$ cat config.mk
export PLATFORM = sky130hd
export DESIGN_NAME = swdc_top
export DESIGN_NICKNAME = d
export VERILOG_FILES = /design/src/rtl/swdc_pkg.sv /design/src/rtl/swdc_top.sv
export SDC_FILE = /design/constraint.sdc
export NUM_CORES = 1
export LEC_CHECK = 0
export ABC_AREA = 0
export BUFFER_PORTS_ARGS = -buffer_cell sky130_fd_sc_hd__buf_4
export CORE_MARGIN = 8
export CORE_UTILIZATION = 56
export DETAILED_ROUTE_END_ITERATION = 8
export PLACE_DENSITY = 0.8
export SLEW_MARGIN = 40
export SYNTH_ARGS = -nofsm -noshare
export SYNTH_HDL_FRONTEND = slang
export SYNTH_SLANG_ARGS = --single-unit
export TNS_END_PERCENT = 30
$ cat constraint.sdc
create_clock -name sys_clk_i -period 2.6 [get_ports sys_clk_i]
set_clock_uncertainty 0.15 [all_clocks]
set_input_delay 0.26 -clock sys_clk_i [delete_from_list [all_inputs] [get_ports sys_clk_i]]
set_output_delay 0.26 -clock sys_clk_i [all_outputs]
set_load 0.01 [all_outputs]
$ cat src/rtl/swdc_pkg.sv
// constants for the standby wake detect configuration block
package swdc_pkg;
  // ----------------------------------------
  // register map
  // ----------------------------------------
  localparam int ADDR_W = 8;
  localparam int DATA_W = 32;
  localparam logic [7:0] OFS_MODE_A = 8'h00;
  localparam logic [7:0] OFS_MODE_B = 8'h04;
  localparam logic [7:0] OFS_CLEAR = 8'h08;
  localparam logic [7:0] OFS_STATUS = 8'h0C;
  localparam logic [7:0] OFS_IRQ_EN = 8'h10;
  // ----------------------------------------
  // lane layout
  // ----------------------------------------
  localparam int NUM_CH = 8;
  localparam int CH_PER_REG = 4;
  localparam int LANE_W = 8;
  localparam int COND_LSB = 4;
  localparam int COND_W = 3;
  localparam int EST_LSB = 2;
  localparam int EST_W = 2;
  localparam int EN_BIT = 0;
  // ----------------------------------------
  // detection conditions and edge record
  // ----------------------------------------
  localparam logic [2:0] COND_LOW = 3'h0;
  localparam logic [2:0] COND_HIGH = 3'h1;
  localparam logic [2:0] COND_FALL = 3'h2;
  localparam logic [2:0] COND_RISE = 3'h3;
  localparam logic [2:0] COND_BOTH = 3'h4;
  localparam logic [2:0] COND_RESET = COND_FALL;
  localparam logic [1:0] EST_NONE = 2'h0;
  localparam logic [1:0] EST_RISE = 2'h1;
  localparam logic [1:0] EST_FALL = 2'h2;
endpackage

$ cat src/rtl/swdc_top.sv
// standby wake detect configuration, detection and status
`timescale 1ns/1ps
module swdc_top (
  input wire logic sys_clk_i,
  input wire logic rst_n_i,
  input wire logic [swdc_pkg::ADDR_W-1:0] addr_i,
  input wire logic [swdc_pkg::DATA_W-1:0] wdata_i,
  input wire logic wr_i,
  input wire logic rd_i,
  input wire logic [swdc_pkg::NUM_CH-1:0] wake_line_i,
  output logic [swdc_pkg::DATA_W-1:0] rdata_o,
  output logic wake_req_o,
  output logic irq_o
);

  // ----------------------------------------
  // state
  // ----------------------------------------
  logic [2:0] cond_ff [swdc_pkg::NUM_CH];
  logic [1:0] est_ff [swdc_pkg::NUM_CH];
  logic [swdc_pkg::NUM_CH-1:0] en_ff;
  logic [swdc_pkg::NUM_CH-1:0] sync1_ff;
  logic [swdc_pkg::NUM_CH-1:0] sync2_ff;
  logic [swdc_pkg::NUM_CH-1:0] prev_ff;
  logic [swdc_pkg::NUM_CH-1:0] pending_ff;
  logic [swdc_pkg::NUM_CH-1:0] irq_en_ff;
  logic [swdc_pkg::DATA_W-1:0] rdata_ff;
  logic wake_req_ff;
  logic irq_ff;
  logic [swdc_pkg::NUM_CH-1:0] rise;
  logic [swdc_pkg::NUM_CH-1:0] fall;
  logic [swdc_pkg::NUM_CH-1:0] hit;
  logic [swdc_pkg::NUM_CH-1:0] clr;
  logic [swdc_pkg::NUM_CH-1:0] nxt_pending;
  logic [swdc_pkg::DATA_W-1:0] nxt_rdata;
  logic wr_a;
  logic wr_b;

  assign wr_a = wr_i && (addr_i == swdc_pkg::OFS_MODE_A);
  assign wr_b = wr_i && (addr_i == swdc_pkg::OFS_MODE_B);
  assign clr = (wr_i && (addr_i == swdc_pkg::OFS_CLEAR)) ? wdata_i[swdc_pkg::NUM_CH-1:0] : '0;

  // ----------------------------------------
  // pin synchronisers and edge detect
  // ----------------------------------------
  // two-stage sync
  always_ff @(posedge sys_clk_i) begin
    if (!rst_n_i) begin
      sync1_ff <= '0;
      sync2_ff <= '0;
      prev_ff <= '0;
    end else begin
      sync1_ff <= wake_line_i;
      sync2_ff <= sync1_ff;
      prev_ff <= sync2_ff;
    end
  end

  assign rise = sync2_ff & ~prev_ff;
  assign fall = ~sync2_ff & prev_ff;

  // ----------------------------------------
  // per channel mode, detection and edge record
  // ----------------------------------------
  for (genvar i = 0; i < swdc_pkg::NUM_CH; i++) begin : g_ch
    localparam int LANE = i % swdc_pkg::CH_PER_REG;
    localparam int CBIT = LANE * swdc_pkg::LANE_W + swdc_pkg::COND_LSB;
    localparam int EBIT = LANE * swdc_pkg::LANE_W + swdc_pkg::EN_BIT;
    logic sel;
    logic raw;
    assign sel = (i < swdc_pkg::CH_PER_REG) ? wr_a : wr_b;

    always_ff @(posedge sys_clk_i) begin
      if (!rst_n_i) begin
        cond_ff[i] <= swdc_pkg::COND_RESET;
        en_ff[i] <= 1'b0;
      end else if (sel) begin
        cond_ff[i] <= wdata_i[CBIT +: swdc_pkg::COND_W];
        en_ff[i] <= wdata_i[EBIT];
      end
    end

    always_comb begin
      raw = 1'b0;
      case (cond_ff[i])
        swdc_pkg::COND_LOW: raw = ~sync2_ff[i];
        swdc_pkg::COND_HIGH: raw = sync2_ff[i];
        swdc_pkg::COND_FALL: raw = fall[i];
        swdc_pkg::COND_RISE: raw = rise[i];
        swdc_pkg::COND_BOTH: raw = rise[i] | fall[i];
        default: raw = 1'b0;
      endcase
    end

    assign hit[i] = raw & en_ff[i];

    always_ff @(posedge sys_clk_i) begin
      if (!rst_n_i) begin
        est_ff[i] <= swdc_pkg::EST_NONE;
      end else begin
        est_ff[i] <= (clr[i] ? swdc_pkg::EST_NONE : est_ff[i])
                   | ((en_ff[i] && cond_ff[i] == swdc_pkg::COND_BOTH) ?
                      ({fall[i], 1'b0} | {1'b0, rise[i]}) : swdc_pkg::EST_NONE);
      end
    end
  end

  // ----------------------------------------
  // pending status, interrupt and wake request
  // ----------------------------------------
  assign nxt_pending = (pending_ff & ~clr) | hit;

  always_ff @(posedge sys_clk_i) begin
    if (!rst_n_i) begin
      pending_ff <= '0;
    end else begin
      pending_ff <= nxt_pending;
    end
  end

  always_ff @(posedge sys_clk_i) begin
    if (!rst_n_i) begin
      irq_en_ff <= '0;
    end else if (wr_i && addr_i == swdc_pkg::OFS_IRQ_EN) begin
      irq_en_ff <= wdata_i[swdc_pkg::NUM_CH-1:0];
    end
  end

  always_ff @(posedge sys_clk_i) begin
    if (!rst_n_i) begin
      wake_req_ff <= 1'b0;
      irq_ff <= 1'b0;
    end else begin
      wake_req_ff <= |hit;
      irq_ff <= |(pending_ff & irq_en_ff);
    end
  end

  // ----------------------------------------
  // register read
  // ----------------------------------------
  always_comb begin
    nxt_rdata = '0;
    case (addr_i)
      swdc_pkg::OFS_MODE_A: begin
        for (int l = 0; l < swdc_pkg::CH_PER_REG; l++) begin
          nxt_rdata[l*swdc_pkg::LANE_W+swdc_pkg::COND_LSB +: swdc_pkg::COND_W] = cond_ff[l];
          nxt_rdata[l*swdc_pkg::LANE_W+swdc_pkg::EST_LSB +: swdc_pkg::EST_W] = est_ff[l];
          nxt_rdata[l*swdc_pkg::LANE_W+swdc_pkg::EN_BIT] = en_ff[l];
        end
      end
      swdc_pkg::OFS_MODE_B: begin
        for (int l = 0; l < swdc_pkg::CH_PER_REG; l++) begin
          nxt_rdata[l*swdc_pkg::LANE_W+swdc_pkg::COND_LSB +: swdc_pkg::COND_W] =
            cond_ff[l+swdc_pkg::CH_PER_REG];
          nxt_rdata[l*swdc_pkg::LANE_W+swdc_pkg::EST_LSB +: swdc_pkg::EST_W] =
            est_ff[l+swdc_pkg::CH_PER_REG];
          nxt_rdata[l*swdc_pkg::LANE_W+swdc_pkg::EN_BIT] = en_ff[l+swdc_pkg::CH_PER_REG];
        end
      end
      swdc_pkg::OFS_STATUS: nxt_rdata[swdc_pkg::NUM_CH-1:0] = pending_ff;
      swdc_pkg::OFS_IRQ_EN: nxt_rdata[swdc_pkg::NUM_CH-1:0] = irq_en_ff;
      default: nxt_rdata = '0;
    endcase
  end

  always_ff @(posedge sys_clk_i) begin
    if (!rst_n_i) begin
      rdata_ff <= '0;
    end else if (rd_i) begin
      rdata_ff <= nxt_rdata;
    end else begin
      rdata_ff <= '0;
    end
  end

  assign rdata_o = rdata_ff;
  assign wake_req_o = wake_req_ff;
  assign irq_o = irq_ff;
endmodule // swdc_top

# Word level (Yosys, flattened, before mapping)
# Memories as Yosys holds them, arrays and structs flattened.
# Cells that the tools add are included.
# word_totals
regBits	82
ram_bits	40
in_bits	52
out_inout_bits	34
word_cells	202
memories	2
# memory_table
memory	words	width	read_ports	rd_ports_with_merged_regs	wr	line	text
cond_ff	8	3	8	0	8	swdc_top.sv:19	logic [2:0] cond_ff [swdc_pkg::NUM_CH];
est_ff	8	2	8	0	8	swdc_top.sv:20	logic [1:0] est_ff [swdc_pkg::NUM_CH];
# op_classes
eq_ne	36
n_mux	59
bitwise_logic	64
n_reduce_logical	24
# ops
operator	count
3-bit by 2-bit equality test with 1-bit output (second input constant)	16
2-bit two-way mux	24
1-bit case mux with 5 select lines	8
8-bit AND	4
5-bit case mux with 2 select lines	3
3-bit by 1-bit equality test with 1-bit output (second input constant)	8
3-bit equality test (second input constant)	8
3-bit zero test	8
3-bit two-way mux	8
8-bit NOT	3
1-bit OR	24
5-bit case mux with 4 select lines	1
8-bit by 4-bit equality test with 1-bit output (second input constant)	2
2-bit by 1-bit OR with 2-bit output	8
2-bit OR	8
8-bit OR reduction	2
1-bit logical AND	12
1-bit case mux with 2 select lines	5
1-bit AND	8
8-bit by 3-bit equality test with 1-bit output (second input constant)	1
8-bit by 5-bit equality test with 1-bit output (second input constant)	1
8-bit zero test	1
1-bit two-way mux	8
8-bit two-way mux	1
other kinds (4)	11

# Depth between registers and ports, before layout
# Gate-level depths: netlist of the first run.
# logic_depth
depth_word	6
mapped_depth	7
depth_no_buf	7

# Worst setup path after synthesis of the first run
# Ideal clock, no wire load.
# synth_timing
path_kind	input port to flip-flop
start	input port addr_i[1] (netlist name)
end	memory cond_ff[0][0] (enable)
setup_ps	350
t_arrival_ps	1638
required_ps	2100
path_slack_ps	461
cell_stages	5
path_buffers	1
cell_sequence	or4_4 > nor3_4 > buf_6 > nand3_2 > nand2_1
# synth_rtl
item	line	text
start, declared	swdc_top.sv:6	input wire logic [swdc_pkg::ADDR_W-1:0] addr_i,
end, declared	swdc_top.sv:19	

# Final worst setup path of the first run
# layout_timing
start	register sync2_ff[6] (netlist name)
end	register wake_req_ff (netlist: wake_req_o)
# layout_between
elab_chain_cells	6
word_cells_on_any_way	8
classes_between	mux: 1; bitwise: 6; reduce/logical: 1
# layout_lines
item	line	text
start, declared	swdc_top.sv:23	logic [swdc_pkg::NUM_CH-1:0] sync2_ff;
start signal, assigned	swdc_top.sv:54	sync2_ff <= sync1_ff;
8-bit NOT	swdc_top.sv:60	assign fall = ~sync2_ff & prev_ff;
8-bit AND	swdc_top.sv:60	
1-bit OR	swdc_top.sv:90	swdc_pkg::COND_BOTH: raw = rise[i] | fall[i];
1-bit case mux with 5 select lines *	swdc_top.sv:85	case (cond_ff[i])
1-bit AND *	swdc_top.sv:95	assign hit[i] = raw & en_ff[i];
8-bit OR reduction *	swdc_top.sv:134	wake_req_ff <= |hit;
end signal, assigned	swdc_top.sv:134	
end, declared	swdc_top.sv:28	logic wake_req_ff;
# Mark *: on every way between the ends. The rest lies on a longest branch, timed or not.
# A chain may end at the register's enable or synchronous reset.

==> impl_results.md, run 1 <==
- Leakage: 2.60 nW
- Fill cells: 568
- Drt total wl: 13.4 mm
- Synth Area in XOR/XNOR: 0
- Mapped Avg Cell Area: 10.1 sq um
- Die Wd: 110 um
- Commonest non-fill, non-tap cell in the layout: dfxtp_1
- Final setup vio count: 0
- Worst Path Required: 2.85 ns
- Crit Path Category: reg2reg
- Max Slew Vio Count: 0
- Antenna fix cells: 0
- Gr ovfl total: 0
- Largest family of logic cells by synthesized area: simple AND/OR/NAND/NOR gates
- Vias in the first global route: 4383
- Synthesized flop and latch total: 116
- First-pass GRT wire length: 21.5 mm
- Post-Synth Adder-Cell Area: 0.0406
- Slew margin rel.: 0.500
- Starting density of the core: 0.571
- Mapped cell area: 0.00493 sq mm
- Crit. End Element: flop
- Reg2reg path depth: 7
- Seq/Total Area, Yosys: 0.519
- Crit start category: flop
- Estimated wirelength of the detail-placed design: 8.54 mm
- Synth async-reset ratio: 0
- Area of the multi-input gates: 0.00214 sq mm
- Setup slack, reg-to-reg: 0.48 ns
- Routed len/inst: 18.5 um
- Yosys top cell area share: 0.373
- Ports: 86
- Share of layout cells above drive strength 1: 0.187
- Worst setup startpoint: sync2_ff[6]
- Largest net degree at the start of global routing: 34
- Critical path endpoint: wake_req_o
- Crit path DAT: 2.37 ns
- Final Non-Filler Cells: 722
- DRT antenna net count: 0
- Fin crit share: 0.815
- Via Count: 4199
- Final Hold Fails: 0
- Drt pass-1 iters: 5
- Initial antenna violation count: 0
- Number of synthesized flops with an enable pin: 24
- Placed Instances: 652
- Multiplexer share of the synthesized area: 0.0664
- Primary FF master, synth: dfxtp_1
- Area of the die: 0.0121 sq mm
- CTS Buffer Depth: 2
- CP Max Fanout: 3
- Worst-Skew Late Latency: 0.52 ns
- Setup TNS Final: 0 ns
- Clock Sinks: 116
- Commonest cells after routing, fill and taps aside: dfxtp_1, buf_4, nor2_1, a22oi_1, nand2_1
- Core area: 0.00864 sq mm
- Status: complete, no violations
- Worst VDD drop: 0.553 mV
- Die Height: 110 um
- Reg2reg end: wake_req_o
- Layout Nets: 669
- Synthesis Warnings: 0
- Clock Root Buffer: clkbuf_8
- Worst r2r src: sync2_ff[6]
- Min Tclk post-route: 2.12 ns
- Detailed Route Iter0 Violations: 492
- TritonCTS Buffers: 17
- H-tree depth: 4
- Post-CTS Resized: 0
- Synth area leader: dfxtp_1
- Compound-Gate Fraction of Synth Area: 0.110
- Distinct cells, synth: 43
- Gr usage total: 0.233
- Worst hold path class: in2reg
- DR DRC count: 0
- Clock slew at reported path FFs: 0.06 ns
- CTS tree: built
- Area grow syn2layout: 32.1%
- Placer Congestion: 0.860
- Simple-gate share of the synthesized area: 0.212
- Num rows: 34
- RSZ-0062 raised after global routing: false
- Power per cell area: 722 mW/mm^2
- Cells after Synth: 491
- Max Cap Violations: 0
- Dominant cells by area after synthesis: dfxtp_1, edfxtp_1, a22oi_1
- Register Area: 0.00256 sq mm
- IO Port Bufs: 67
- Worst-margin pin slew: 0.748 ns
- DR vias/cell: 5.82
- Peak Freq: 0.472 GHz
-- synthesized netlist by cell type (10+ instances only) --
cell       n
a22oi_1   44
and2_1    33
ha_1      16
nor3_1    12
a21oi_1   12
nand2_1   41
nor2_1    66
edfxtp_1  24
dfxtp_1   92
clkbuf_1  10
mux2i_1   26
inv_1     22
-- kinds of logic after synthesis --
group,after synthesis
simple gates,198
fa+ha+maj,16
buf+inv,49
other cells,1
flops,116
compound gates,79
mux,32
-- area by class of cell --
type / instances / share of cell area
Clock buffer: 20 / 0.0668
Clock inverter: 12 / 0.0319
Inverter: 22 / 0.0127
Multi-Input combinational cell: 331 / 0.328
Sequential cell: 116 / 0.393
Tap cell: 108 / 0.0207
Timing Repair Buffer: 113 / 0.147
-- metrics by stage --
stage | instance area, sq um | total power, W | utilization | setup WS (ns) | hold slack (ns)
5_1_grt | 6520 | 0.00481 | 0.755 | 0.479 | 0.0519
4_1_cts | 6520 | 0.00470 | 0.755 | 0.524 | 0.0386
6_report | 6520 | 0.00470 | 0.755 | 0.481 | 0.0571
2_1_floorplan | 4950 | 0.00204 | - | 0.461 | 0.237
3_5_place_dp | 5490 | 0.00213 | 0.636 | 0.313 | 0.268
3_3_place_gp | 5490 | 0.00212 | 0.636 | 0.346 | 0.264
-- how the worst min path moves through the flow --
stage	startpoint	to	slack (ns)	depth (start not counted)
floorplan	wake_line_i[0]	sync1_ff[0]	0.24	1
global placement	sync1_ff[2]	sync2_ff[2]	0.26	1
detailed placement	sync1_ff[3]	sync2_ff[3]	0.27	1
CTS	addr_i[4]	cond_ff[0][7]	0.04	3
global route	rd_i	rdata_o[0]	0.05	3
finish	rd_i	rdata_o[3]	0.06	3
-- critical path, stage by stage (launching register included) --
cell	delay, ns
dfxtp_1	0.38
inv_1	0.10
ha_1	0.24
mux2i_1	0.18
nor3_1	0.07
nor3_1	0.40
nand4_1	0.22
o21a_1	0.25
-- metal layers --
metal / GRT usage / up-vias / routed length, um
met5: 0 / - / 0
met1: 0.253 / 1978 / 4910
met3: 0.0715 / 44 / 1200
li1: - / 1932 / -
met4: 0.109 / 0 / 383
met2: 0.406 / 245 / 6880
-- report_power, final --
part	internal [W]	switching (W)	total (W)	leakage, nW
Clock	0.00176	0.000798	0.00256	0.309
Sequential	0.00187	0.0000373	0.00191	0.977
Combinational	0.000121	0.000114	0.000236	1.32
-- repair_timing --
action	in CTS	in global routing
hold buffers	38	0
buffers inserted	0	0
endpoints found under the hold margin	63	0
-- flip-flops by register name, summed over array words and instances, names as in the netlist, 8 cells and up --
| signal | count |
|---|---|
| cond_ff | 24 |
| en_ff | 8 |
| est_ff | 16 |
| irq_en_ff | 8 |
| pending_ff | 8 |
| prev_ff | 8 |
| rdata_o | 26 |
| sync1_ff | 8 |
| sync2_ff | 8 |
Note: power is estimated with default switching activity, not from simulation.
==> run 2: changes to the inputs <==
Settings changed: ABC_AREA 0 to 1, CORE_UTILIZATION 56 to 50, PLACE_DENSITY 0.8 to 0.75.
Clock period 2.6 ns to 1.9 ns, I/O delays scaled along.
==> run 2 against run 1 <==
Clock power grew 29%. Largest power group unchanged. Hold slack lost 0.0048 ns. Via count grew 11%. Power grew 33%. Die area grew 12%.
==> impl_results.md, run 2 <==
- Dominant cells by area after synthesis: dfxtp_1, nand2_1, edfxtp_1
- Peak Freq: 0.551 GHz
- Drt pass-1 iters: 6 (+1)
- First-pass GRT wire length: 22.5 mm (+4.8%)
- Worst VDD drop: 0.562 mV (+1.7%)
- H-tree depth: 4 (unchanged)
- Synth async-reset ratio: 0 (unchanged)
- Worst-Skew Late Latency: 0.52 ns (about the same)
- Area of the die: 0.0136 sq mm (+12%)
- Power per cell area: 929 mW/mm^2 (+29%)
- Leakage: 3.15 nW (+21%)
- Gr usage total: 0.214 (-0.0186)
- Cells after Synth: 655 (+33%)
- Clock network power share: 0.527 (-0.017)
- Layout Nets: 842 (+26%)
- Crit start category: input pin
- Die Height: 117 um (+6.1%)
- Max Cap Violations: 0 (unchanged)
- Crit Path Category: in2reg
- Synthesis Warnings: 0 (unchanged)
- Worst Path Required: 2.15 ns (-0.70 ns)
- DR DRC count: 0 (unchanged)
- Estimated wirelength of the detail-placed design: 9.51 mm (+11%)
- Routed len/inst: 14.7 um (-21%)
- IO Port Bufs: 67 (unchanged)
- Final Non-Filler Cells: 919 (+27%)
- Commonest cells after routing, fill and taps aside: nand2_1, inv_1, dfxtp_1, buf_4, a21oi_1
- Antenna fix cells: 0 (unchanged)
- CP Max Fanout: 12 (+9)
- Count leader, synth: nand2_1
- Die Wd: 117 um (+6.1%)
- Ports: 86 (unchanged)
- Starting density of the core: 0.517 (-0.0545)
- DR vias/cell: 5.07 (-13%)
- Max reg flops: 26 (unchanged)
- Num rows: 36 (+5.9%)
- Int Power: 0.00494 W (+32%)
- RSZ-0062 raised after global routing: true
- Total power: 0.00625 W (+33%)
- Worst hold path class: in2reg
- Via Count: 4662 (+11%)
- Final Hold Fails: 0 (unchanged)
- Crit path DAT: 2.06 ns (-0.31 ns)
- Fin crit share: 0.955
- TritonCTS Buffers: 17 (unchanged)
- Number of synthesized flops with an enable pin: 24 (unchanged)
- Synth area leader: dfxtp_1
- Seq/Total Area, Yosys: 0.507 (-0.0121)
- Largest net degree at the start of global routing: 23 (-32%)
- Yosys top cell area share: 0.365 (-0.00869)
- Share of layout cells above drive strength 1: 0.170 (-0.0168)
- Mapped Avg Cell Area: 7.71 sq um (-23%)
- Final setup vio count: 0 (unchanged)
- Sw frac: 0.210 (+0.00817)
- Commonest non-fill, non-tap cell in the layout: nand2_1
- Mapped cell area: 0.00505 sq mm (+2.4%)
- Gr ovfl total: 0 (unchanged)
- Clock slew at reported path FFs: 0.06 ns (about the same)
- Crit. End Element: flop
- Clock Sinks: 116 (unchanged)
- Initial antenna violation count: 0 (unchanged)
- Detailed Route Iter0 Violations: 392 (-20%)
- Max Slew Vio Count: 0 (unchanged)
- Part of the power in combinational logic: 0.057 (+0.007)
- Area grow syn2layout: 33.2%
- Net Switching: 0.00131 W (+38%)
- Flop pwr share: 0.416 (+0.010)
- Drt total wl: 13.5 mm (+1.1%)
- Min Tclk post-route: 1.82 ns
- Placed Instances: 854 (+31%)
- Core area: 0.00977 sq mm (+13%)
- CTS tree: built
- Vias in the first global route: 4772 (+8.9%)
- Placer Congestion: 0.912 (+6.0%)
- CTS Buffer Depth: 2 (unchanged)
- Post-CTS setup buffers: 0 (unchanged)
- Synth top cells by count: nand2_1, inv_1, dfxtp_1, a21oi_1, nor2_1
- Synthesized flop and latch total: 116 (unchanged)
- Status: complete, no violations
- DRT antenna net count: 0 (unchanged)
- Distinct cells, synth: 32 (-26%)
- Primary FF master, synth: dfxtp_1
- Clock Root Buffer: clkbuf_8
-- run 2: critical path, stage by stage --
cell and delay, ns:
dlygate4sd3_1 0.54, buf_4 0.16, inv_1 0.26, nor2_4 0.14
o21ai_0 0.16, nor2_1 0.05, dlygate4sd3_1 0.56
-- run 2: cell type report --
class	count	area, sq um
Tap cell	133	166
Timing Repair Buffer	117	988
Inverter	118	443
Clock inverter	5	51.3
Sequential cell	116	2560
Clock buffer	26	583
Multi-Input combinational cell	404	1930
Fill cell	756	3050
-- run 2: cells by family (layout without fill, tap and decap cells) --
family | count (synthesis) | count (layout) | synth area share
AOI/OAI and AO/OA | 83 | 83 | 0.0887
adders and majority gates | 16 | 16 | 0.0396
buffers and inverters | 140 | 266 | 0.115
DFF | 116 | 116 | 0.507
other | 1 | 6 | 0.000742
and+or+nand+nor | 299 | 299 | 0.248
-- run 2: layer usage --
metal,vias to the layer above,global-route usage,wire (um)
met1,2189,0.233,5340
met5,-,0,0
met4,0,0.100,395
met2,164,0.386,6970
met3,44,0.0512,814
li1,2265,-,-
-- run 2: what timing repair did --
item / 4_1_cts / 5_1_grt
endpoints found under the hold margin: 79 / 0
setup endpoints to repair: 0 / 2
hold buffers: 34 / 0
resized for setup: 0 / 2
-- run 2: worst paths after layout --
check | start | endpoint | slack, ns | depth (start not counted)
worst max-delay path | wr_i | irq_en_ff[1] | 0.08 | 7
worst min-delay path | addr_i[5] | irq_en_ff[7] | 0.05 | 5
worst max register to register | sync2_ff[3] | wake_req_o | 0.18 | 12
worst min register to register | sync1_ff[0] | sync2_ff[0] | 0.26 | 2
-- run 2: per-stage QoR --
step                utilization  area [sq um]  setup WS (ns)  hold slack, ns  TNS [ns]
finish                    0.688          6730         0.0849          0.0523         0
global route              0.688          6730       -0.00438          0.0706  -0.00438
CTS                       0.688          6720         0.0361          0.0102         0
detailed placement        0.588          5750          0.101           0.223         0
global placement          0.588          5750          0.114           0.220         0
floorplan                     -          5070          0.138           0.138         0
-- run 2: power groups by stage --
stage / clock [W] / combinational [W] / sequential (W)
after floorplan: 0 / 0.000171 / 0.00264
after global placement: 0 / 0.000283 / 0.00265
after detailed placement: 0 / 0.000295 / 0.00265
after CTS: 0.00331 / 0.000352 / 0.00260
after global routing: 0.00342 / 0.000397 / 0.00261
final: 0.00329 / 0.000357 / 0.00260
